==> config.mk <==
export PLATFORM = sky130hd
export DESIGN_NAME = viwc_ctrl
export DESIGN_NICKNAME = d
export VERILOG_FILES = /design/src/viwc_pkg.sv /design/src/viwc_arb_if.sv /design/src/viwc_arbiter.sv /design/src/viwc_ctrl.sv
export VERILOG_INCLUDE_DIRS = /design/src /design/src/src
export SDC_FILE = /design/constraint.sdc
export NUM_CORES = 1
export LEC_CHECK = 0
export ABC_CLOCK_PERIOD_IN_PS = 22500
export BUFFER_PORTS_ARGS = -buffer_cell sky130_fd_sc_hd__clkbuf_2
export CORE_UTILIZATION = 29
export CTS_BUF_LIST = sky130_fd_sc_hd__clkbuf_8
export DETAILED_ROUTE_END_ITERATION = 8
export GPL_TIMING_DRIVEN = 0
export PLACE_DENSITY = 0.53
export SYNTH_ARGS = -nofsm -noshare
export SYNTH_HDL_FRONTEND = slang
export SYNTH_HIERARCHICAL = 1
export SYNTH_SLANG_ARGS = --single-unit
==> constraint.sdc <==
create_clock -name clk_sys -period 22.5 [get_ports clk_sys]
set_input_delay 1.125 -clock clk_sys [delete_from_list [all_inputs] [get_ports clk_sys]]
set_output_delay 1.125 -clock clk_sys [all_outputs]
set_load 0.005 [all_outputs]
==> src/viwc_defines.svh <==
// constants of the vectored interrupt and wake-up controller
// assumes the core's special-register port uses 8-bit addresses
`ifndef VIWC_DEFINES_SVH
`define VIWC_DEFINES_SVH

// register addresses on the special-register port
`define VIWC_ADDR_IE_MAIN   8'hA8
`define VIWC_ADDR_IE_EXT    8'hA9
`define VIWC_ADDR_SUB_EN    8'h84
`define VIWC_ADDR_FLAG_A    8'h95
`define VIWC_ADDR_FLAG_B    8'h85
`define VIWC_ADDR_LVL_LO_A  8'hB8
`define VIWC_ADDR_LVL_HI_A  8'hB9
`define VIWC_ADDR_LVL_LO_B  8'hBA
`define VIWC_ADDR_LVL_HI_B  8'hBB

// reset values
`define VIWC_RST_REG        8'h00

// writable masks
`define VIWC_MASK_IE_MAIN   8'hBF
`define VIWC_MASK_SUB_EN    8'h63
`define VIWC_MASK_FLAG_A    8'hF7
`define VIWC_MASK_FLAG_B    8'h60
`define VIWC_MASK_LVL_A     8'h3F

// field positions
`define VIWC_BIT_GLB_EN     7
`define VIWC_BIT_TMR3       0
`define VIWC_BIT_PORT       1
`define VIWC_BIT_XINT2      2
`define VIWC_BIT_ADC        4
`define VIWC_BIT_TOUCH      5
`define VIWC_BIT_CMPR       6
`define VIWC_BIT_LOWV       7
`define VIWC_BIT_PWM0       6
`define VIWC_BIT_PWM1       5
`define VIWC_SUB_ADC        1
`define VIWC_SUB_TOUCH      0
`define VIWC_SUB_PWM0       6
`define VIWC_SUB_PWM1       5

// vector layout
`define VIWC_NSRC           15
`define VIWC_RSVD_ID        4'h6
`define VIWC_VEC_BASE       16'h0003

`endif

==> src/viwc_pkg.sv <==
// types shared by the interrupt controller and its arbiter
// assumes viwc_defines.svh is on the include path
package viwc_pkg;
	typedef logic [1:0] viwc_lvl_t;
	typedef logic [3:0] viwc_id_t;

	typedef struct packed {
		logic [7:0]  ie_main;
		logic [7:0]  ie_ext;
		logic [7:0]  sub_en;
		logic [7:0]  flag_a;
		logic [7:0]  flag_b;
		logic [7:0]  lvl_lo_a;
		logic [7:0]  lvl_hi_a;
		logic [7:0]  lvl_lo_b;
		logic [7:0]  lvl_hi_b;
		logic [3:0]  in_svc;
		logic        req;
		logic [15:0] vec;
		viwc_lvl_t   req_lvl;
		viwc_id_t    req_id;
		logic        svc;
		viwc_id_t    svc_id;
		logic        wake_idle;
		logic        wake_halt;
		logic [7:0]  rdata;
	} viwc_state_s;
endpackage

==> src/viwc_arb_if.sv <==
// carrier between the controller and its priority arbiter
// assumes both ends sit on the same clock
`timescale 1ns/1ps
`default_nettype none
interface viwc_arb_if;
	import viwc_pkg::*;
	logic [14:0]      cand;
	logic [14:0][1:0] lvl;
	logic             best_vld;
	viwc_id_t         best_id;
	viwc_lvl_t        best_lvl;

	modport arb (input cand, input lvl,
		output best_vld, output best_id, output best_lvl);
	modport ctl (output cand, output lvl,
		input best_vld, input best_id, input best_lvl);
endinterface
`default_nettype wire

==> src/viwc_arbiter.sv <==
// priority arbiter: highest level wins, lowest vector breaks ties
// assumes a purely combinational path inside one clock domain
`timescale 1ns/1ps
`default_nettype none
module viwc_arbiter
	import viwc_pkg::*;
(
	// candidate side
	viwc_arb_if.arb arb
);
	always_comb begin
		arb.best_vld = 1'b0;
		arb.best_id  = 4'h0;
		arb.best_lvl = 2'h0;
		// walk downward with >= so the lowest vector wins equal levels
		for (int i = 14; i >= 0; i--) begin
			if (arb.cand[i] && (!arb.best_vld || arb.lvl[i] >= arb.best_lvl)) begin
				arb.best_vld = 1'b1;
				arb.best_id  = 4'(i);
				arb.best_lvl = arb.lvl[i];
			end
		end
	end
endmodule
`default_nettype wire

==> src/viwc_ctrl.sv <==
// vectored interrupt and wake-up controller, top level
// assumes sources and core share clk_sys; event inputs are 1-cycle pulses
//
// Operation
// - fourteen sources over four priority levels
// - any enabled source wakes from idle while glb is set
// - only pins, port change, timer3 wake halt
// - events set flags regardless of enables
// - first six vectors from 0003 to 002B
// - 0033 reserved; others 003B through 0073
// - shared vectors OR flags, sub-enables gate
// - flag register bit positions as listed
// - spi and iic flags share one vector
// - enables gate service, level registers rank
// - equal or higher in service blocks
// - higher level preempts, lower resumes later
// - global enable zero blocks every interrupt
// - main enable layout, reset to zero
// - pin enable also wakes halt, any glb
// - second enable layout, reset to zero
// - port enable leaves halt wake alone
// - level is high bit and low bit
`include "viwc_defines.svh"
`timescale 1ns/1ps
`default_nettype none
module viwc_ctrl
	import viwc_pkg::*;
(
	// clock and reset
	input  wire logic        clk_sys,
	input  wire logic        arst_n,
	// special-register port
	input  wire logic [7:0]  sfr_addr,
	input  wire logic [7:0]  sfr_wdata,
	input  wire logic        sfr_wr,
	output logic      [7:0]  sfr_rdata,
	// flags held by the peripherals
	input  wire logic        xint0_flag,
	input  wire logic        xint1_flag,
	input  wire logic        tmr0_ovf_flag,
	input  wire logic        tmr1_ovf_flag,
	input  wire logic        tmr2_ovf_flag,
	input  wire logic        tmr2_ext_flag,
	input  wire logic        uart_rx_flag,
	input  wire logic        uart_tx_flag,
	input  wire logic        spi_flag,
	input  wire logic        iic_mst_flag,
	// event pulses for flags held here
	input  wire logic        tmr3_evt,
	input  wire logic        port_chg_evt,
	input  wire logic        xint2_evt,
	input  wire logic        adc_done_evt,
	input  wire logic        touch_evt,
	input  wire logic        cmpr_evt,
	input  wire logic        lowv_evt,
	input  wire logic        pwm0_evt,
	input  wire logic        pwm1_evt,
	// core handshake
	input  wire logic        irq_ack,
	input  wire logic        irq_ret,
	output logic             irq_req,
	output logic      [15:0] irq_vec,
	output logic             svc_pulse,
	output logic      [3:0]  svc_id,
	// wake-up
	output logic             wake_idle,
	output logic             wake_halt
);
	viwc_state_s st_reg;
	viwc_state_s st_next;
	viwc_arb_if  arb_if ();

	logic [14:0]      pend;
	logic [14:0]      en;
	logic [14:0][1:0] lvl;
	logic [14:0]      cand;
	logic             glb_irq_en;
	logic [2:0]       cur;

	// {busy, level} of the deepest service in progress
	function automatic logic [2:0] top_lvl(input logic [3:0] s);
		if (s[3])
			return 3'h7;
		else if (s[2])
			return 3'h6;
		else if (s[1])
			return 3'h5;
		else if (s[0])
			return 3'h4;
		return 3'h0;
	endfunction

	function automatic logic [15:0] vec_of(input viwc_id_t id);
		return `VIWC_VEC_BASE + {9'h000, id, 3'h0};
	endfunction

	viwc_arbiter u_arb (
		.arb (arb_if.arb)
	);

	////////////////////////////////////////////////////////////////////
	// sources, enables and levels

	always_comb begin
		glb_irq_en = st_reg.ie_main[`VIWC_BIT_GLB_EN];
		pend[0]  = xint0_flag;
		pend[1]  = tmr0_ovf_flag;
		pend[2]  = xint1_flag;
		pend[3]  = tmr1_ovf_flag;
		pend[4]  = uart_rx_flag | uart_tx_flag;
		pend[5]  = tmr2_ovf_flag | tmr2_ext_flag;
		pend[6]  = 1'b0;
		pend[7]  = st_reg.flag_a[`VIWC_BIT_TMR3];
		pend[8]  = st_reg.flag_a[`VIWC_BIT_PORT];
		pend[9]  = st_reg.flag_a[`VIWC_BIT_XINT2];
		pend[10] = (st_reg.flag_a[`VIWC_BIT_ADC]
			& st_reg.sub_en[`VIWC_SUB_ADC])
			| (st_reg.flag_a[`VIWC_BIT_TOUCH]
			& st_reg.sub_en[`VIWC_SUB_TOUCH]);
		pend[11] = spi_flag | iic_mst_flag;
		pend[12] = st_reg.flag_a[`VIWC_BIT_LOWV];
		pend[13] = st_reg.flag_a[`VIWC_BIT_CMPR];
		pend[14] = (st_reg.flag_b[`VIWC_BIT_PWM0]
			& st_reg.sub_en[`VIWC_SUB_PWM0])
			| (st_reg.flag_b[`VIWC_BIT_PWM1]
			& st_reg.sub_en[`VIWC_SUB_PWM1]);
		en = {st_reg.ie_ext, 1'b0, st_reg.ie_main[5:0]};
		for (int i = 0; i < 6; i++)
			lvl[i] = {st_reg.lvl_hi_a[i], st_reg.lvl_lo_a[i]};
		lvl[6] = 2'h0;
		for (int i = 0; i < 8; i++)
			lvl[i+7] = {st_reg.lvl_hi_b[i], st_reg.lvl_lo_b[i]};
		cand = pend & en & {15{glb_irq_en}};
		cur  = top_lvl(st_reg.in_svc);
	end

	assign arb_if.cand = cand;
	assign arb_if.lvl  = lvl;

	////////////////////////////////////////////////////////////////////
	// next state

	always_comb begin
		st_next     = st_reg;
		st_next.svc = 1'b0;

		if (sfr_wr) begin
			case (sfr_addr)
			`VIWC_ADDR_IE_MAIN:  st_next.ie_main  = sfr_wdata & `VIWC_MASK_IE_MAIN;
			`VIWC_ADDR_IE_EXT:   st_next.ie_ext   = sfr_wdata;
			`VIWC_ADDR_SUB_EN:   st_next.sub_en   = sfr_wdata & `VIWC_MASK_SUB_EN;
			`VIWC_ADDR_FLAG_A:   st_next.flag_a   = sfr_wdata & `VIWC_MASK_FLAG_A;
			`VIWC_ADDR_FLAG_B:   st_next.flag_b   = sfr_wdata & `VIWC_MASK_FLAG_B;
			`VIWC_ADDR_LVL_LO_A: st_next.lvl_lo_a = sfr_wdata & `VIWC_MASK_LVL_A;
			`VIWC_ADDR_LVL_HI_A: st_next.lvl_hi_a = sfr_wdata & `VIWC_MASK_LVL_A;
			`VIWC_ADDR_LVL_LO_B: st_next.lvl_lo_b = sfr_wdata;
			`VIWC_ADDR_LVL_HI_B: st_next.lvl_hi_b = sfr_wdata;
			default: ;
			endcase
		end

		// events land after the write so a same-cycle clear loses
		if (tmr3_evt)     st_next.flag_a[`VIWC_BIT_TMR3]  = 1'b1;
		if (port_chg_evt) st_next.flag_a[`VIWC_BIT_PORT]  = 1'b1;
		if (xint2_evt)    st_next.flag_a[`VIWC_BIT_XINT2] = 1'b1;
		if (adc_done_evt) st_next.flag_a[`VIWC_BIT_ADC]   = 1'b1;
		if (touch_evt)    st_next.flag_a[`VIWC_BIT_TOUCH] = 1'b1;
		if (cmpr_evt)     st_next.flag_a[`VIWC_BIT_CMPR]  = 1'b1;
		if (lowv_evt)     st_next.flag_a[`VIWC_BIT_LOWV]  = 1'b1;
		if (pwm0_evt)     st_next.flag_b[`VIWC_BIT_PWM0]  = 1'b1;
		if (pwm1_evt)     st_next.flag_b[`VIWC_BIT_PWM1]  = 1'b1;

		// return retires the deepest level, resuming the one below
		if (irq_ret && cur[2])
			st_next.in_svc[cur[1:0]] = 1'b0;
		if (irq_ack && st_reg.req) begin
			st_next.in_svc[st_reg.req_lvl] = 1'b1;
			st_next.svc    = 1'b1;
			st_next.svc_id = st_reg.req_id;
		end

		// request dropped for a cycle after a take so it is not double taken
		st_next.req = arb_if.best_vld && !(irq_ack && st_reg.req)
			&& (!cur[2] || arb_if.best_lvl > cur[1:0]);
		st_next.req_lvl = arb_if.best_lvl;
		st_next.req_id  = arb_if.best_id;
		st_next.vec     = vec_of(arb_if.best_id);

		st_next.wake_idle = |cand;
		// pin wake ignores the global enable; port wake ignores its enable
		st_next.wake_halt = (xint0_flag & st_reg.ie_main[0])
			| (xint1_flag & st_reg.ie_main[2])
			| (st_reg.flag_a[`VIWC_BIT_XINT2] & st_reg.ie_ext[2])
			| st_reg.flag_a[`VIWC_BIT_PORT]
			| (st_reg.flag_a[`VIWC_BIT_TMR3] & st_reg.ie_ext[0]);

		case (sfr_addr)
		`VIWC_ADDR_IE_MAIN:  st_next.rdata = st_reg.ie_main;
		`VIWC_ADDR_IE_EXT:   st_next.rdata = st_reg.ie_ext;
		`VIWC_ADDR_SUB_EN:   st_next.rdata = st_reg.sub_en;
		`VIWC_ADDR_FLAG_A:   st_next.rdata = st_reg.flag_a;
		`VIWC_ADDR_FLAG_B:   st_next.rdata = st_reg.flag_b;
		`VIWC_ADDR_LVL_LO_A: st_next.rdata = st_reg.lvl_lo_a;
		`VIWC_ADDR_LVL_HI_A: st_next.rdata = st_reg.lvl_hi_a;
		`VIWC_ADDR_LVL_LO_B: st_next.rdata = st_reg.lvl_lo_b;
		`VIWC_ADDR_LVL_HI_B: st_next.rdata = st_reg.lvl_hi_b;
		default:             st_next.rdata = 8'h00;
		endcase
	end

	always_ff @(posedge clk_sys or negedge arst_n) begin
		if (!arst_n)
			st_reg <= '0;
		else
			st_reg <= st_next;
	end

	assign sfr_rdata = st_reg.rdata;
	assign irq_req   = st_reg.req;
	assign irq_vec   = st_reg.vec;
	assign svc_pulse = st_reg.svc;
	assign svc_id    = st_reg.svc_id;
	assign wake_idle = st_reg.wake_idle;
	assign wake_halt = st_reg.wake_halt;
endmodule
`default_nettype wire

==> summary.txt <==
Clock tree
  • Clock sinks: slightly above 80
  • CTS buffer count: 9
  • Clock Tree Root: clkbuf_8
  • Hold buffers post-CTS: 0
  • Longest Clk Path Bufs: 2
  • Post-CTS Setup Inserts: 0
  • CTS tree: yes
  • Worst-Skew Late Latency: between 0.3 and 0.4 ns
  • Clk pin slew, worst setup/hold paths: approximately 0.090 ns
  • Number of gates resized after CTS: 0
  • H-Tree Depth: 3

Pwr
  • PwrDens: 48.3 nW/um^2
  • Leakage: between 3 and 4 nW
  • Max VDD drop: ~0.026 mV
  • Tot Pwr: between 0.0003 and 0.0004 W

Die
  • Die Wd: between 100 and 150 um
  • Starting Density: approximately 30%
  • Core Area: 18800 um^2
  • DIE AREA: roughly 20000 um^2
  • Std-Cell Rows: 50
  • IO Pins: between 70 and 80
  • Die height: between 100 and 150 um

Place
  • Post-Place Cells: around 900
  • GPL Wtd Cong: 0.868
  • DP Wirelength: roughly 12 mm
  • PortBufs: 60
  • Dpl ws: approximately 3.6 ns

Worst setup path
  • Slowest cell on the critical path: dfrtp_1
  • CP most frequent cell: ha_1
  • Crit path DAT: about 20 ns
  • Worst setup endpoint: irq_req
  • Worst r2r src: glb_irq_en
  • CP startpoint kind: flop
  • CP Data Required Time: ~23 ns
  • CP max stage delay: 0.53 ns
  • Kind of critical path: flop to flop
  • R2r worst-path depth: 87
  • Reg-to-reg slack, setup: 3.24 ns
  • Reg-to-reg endpoint: irq_req
  • Worst setup EP type: flop
  • Crit path max fanout: 10
  • Worst Setup SP: glb_irq_en

Drt
  • WL/cell: 16.5 um
  • Initial DRC Count: roughly 240
  • TritonRoute pass-1 iters: 5
  • Vias per cell: about 5
  • Drc violations: 0
  • WL final: 15.1 mm
  • Final ANT Viol Nets: 0
  • Vias post-DR: 4590

Job
  • MaxCap Viol Count: 0

Yosys
  • Area share of the leading cell type in the synthesized netlist: ~37%
  • Post-synthesis cell area: roughly 5600 um^2
  • Netlist cell types: 89
  • Area leader, netlist: dfrtp_1
  • Main synth FF type: dfrtp_1
  • Post-synth EDFFs: 0
  • Flops & latches, synth: between 80 and 90
  • Syn Inst Count: approximately 550
  • Post-synthesis sequential area ratio: 37.0%
  • Largest cells by area after synthesis: dfrtp_1 (37%), mux2_2 (11%), ha_1 (5.4%), buf_4 (3.9%), a21oi_1 (2.8%)
  • Avg Cell Area, Syn: between 10 and 15 um^2
  • Ys async rst share: 100%
  • Number of warnings issued by yosys: 6

Final layout
  • Final net count: ~710
  • Max reg flops: 28
  • Area Growth Syn to Fin: 16.5%
  • Multi-input logic area: roughly 3200 um^2
  • Layout cells sized above 1: a little under a third
  • Final Non-Filler Cells: a little over 900
  • Reg area: roughly 2100 um^2
  • Antenna diodes: 0
  • Fillers: 1936

GRT
  • Largest net degree at the start of global routing: 45
  • GR Overflow Total: 0
  • Initial antenna violation count: 0
  • Vias in the first global route: around 4600
  • Total Routing Usage GR: 15.6%
  • First-pass GRT wire length: ~24 mm

Timing
  • Setup TNS: 0 ns
  • Fmax: 51.9 MHz
  • Final Worst Setup Slack: ~3.2 ns
  • Endpoints failing hold: 0
  • Period utilization: 85.6%
  • Worst-margin pin slew: approximately 0.65 ns
  • Unrepaired setup endpoints after global routing: no
  • Layout Skew: approximately 0.0090 ns
  • Final Max Tran Viols: 0
  • Slew HR: a little under three fifths
  • Final setup viols: 0
  • Crit path time final: between 15 and 20 ns

Status
  • Outcome: finished, final reports clean

Worst hold path
  • Worst hold path class: flop to flop
[per-layer routing]
layer / global-route usage, % / vias to the layer above / routed length, um
met5: 0 / - / 0
met4: 4.00 / 0 / 218
met3: 2.68 / 18 / 681
met2: 25.1 / 138 / 7060
met1: 21.7 / 2239 / 7100
li1: - / 2195 / -
[critical path: cells and delay by family, from the launching register on]
kind	cells	cell delay [ns]
AND/OR/NAND/NOR	29	4.98
flip-flops	1	0.53
buffers and inverters	3	0.70
multiplexers	1	0.34
AO/OA/AOI/OAI	40	8.79
adder cells (fa/ha/maj)	14	3.81
[synthesized netlist by cell type, types with 4 or more instances]
cell       number
dfrtp_1        83
mux2_2         56
nor2_1         41
a21oi_1        31
nand2_1        30
buf_4          29
inv_1          27
ha_1           24
nor3_1         21
o21ai_0        20
nand2b_1       16
and3_1         12
a21o_1          7
mux2i_1         7
nor2b_1         7
a22oi_1         6
and2_1          6
nand3_1         6
buf_2           5
nor4_1          5
o21a_1          5
o22ai_1         5
a211o_1         4
clkbuf_1        4
mux4_2          4
o2bb2ai_1       4
o31ai_1         4
[layout make-up]
cell class	instances	share of cell area [%]
multi-input cells	423	49.3
flip-flops and latches	83	31.8
well taps	260	4.98
repair buffers	61	4.94
plain buffers	40	4.33
clock buffers	9	1.90
inverters	29	1.67
clock inverters	7	1.07
[placed cells by master, fill, tap and decap left out, types with 5 or more instances in the layout]
cell type / synthesis / final
mux2i_1: 7 / 7
and3_1: 12 / 12
nor2_1: 41 / 41
a21oi_1: 31 / 31
buf_2: 5 / 5
nand2_1: 30 / 30
buf_4: 29 / 29
o22ai_1: 5 / 5
mux2_2: 56 / 56
conb_1: 2 / 24
inv_1: 27 / 28
dfrtp_1: 83 / 83
nor3_1: 21 / 21
nor2b_1: 7 / 7
nor4_1: 5 / 5
clkbuf_8: 1 / 10
and2_1: 6 / 6
nand3_1: 6 / 6
o21a_1: 5 / 5
a22oi_1: 6 / 6
o21ai_0: 20 / 20
a21o_1: 7 / 7
nand2b_1: 16 / 16
clkbuf_2: 0 / 59
ha_1: 24 / 24
[logic make-up after synthesis]
group                    synth area share, %
buffers and inverters                   6.98
adder cells (fa/ha/maj)                 5.36
multiplexers                            14.6
other                                  0.134
flip-flops                              37.0
AND/OR/NAND/NOR                         17.7
AO/OA/AOI/OAI                           18.2
[how the worst min path moves through the flow]
stage	from	to	slack [ns]	cells after the start
finish	st_reg[17]	svc_id[2]	0.52	1
global route	svc_id[3]	svc_id[3]	0.54	1
CTS	st_reg[20]	st_reg[38]	0.53	1
detailed placement	st_reg[17]	svc_id[2]	0.51	1
global placement	st_reg[16]	svc_id[1]	0.49	1
floorplan	pend[8]	wake_halt	0.47	2
[per-stage QoR]
| step | hold WS, ns | instance area [um^2] | util (%) |
|---|---|---|---|
| after floorplan | 0.469 | 5690 | - |
| final | 0.517 | 6530 | 34.7 |
| after global routing | 0.543 | 6530 | 34.7 |
| after detailed placement | 0.506 | 6340 | 33.7 |
| after global placement | 0.489 | 6310 | 33.5 |
| after CTS | 0.525 | 6530 | 34.7 |
[where the power goes]
part | leakage, nW | switching (W) | internal, W
Sequential | 1.08 | 0.00000649 | 0.000156
Clock | 0.0926 | 0.0000562 | 0.0000508
Combinational | 1.90 | 0.0000239 | 0.0000220
Total | 3.07 | 0.0000866 | 0.000229
(Power assumes the default switching activity.)
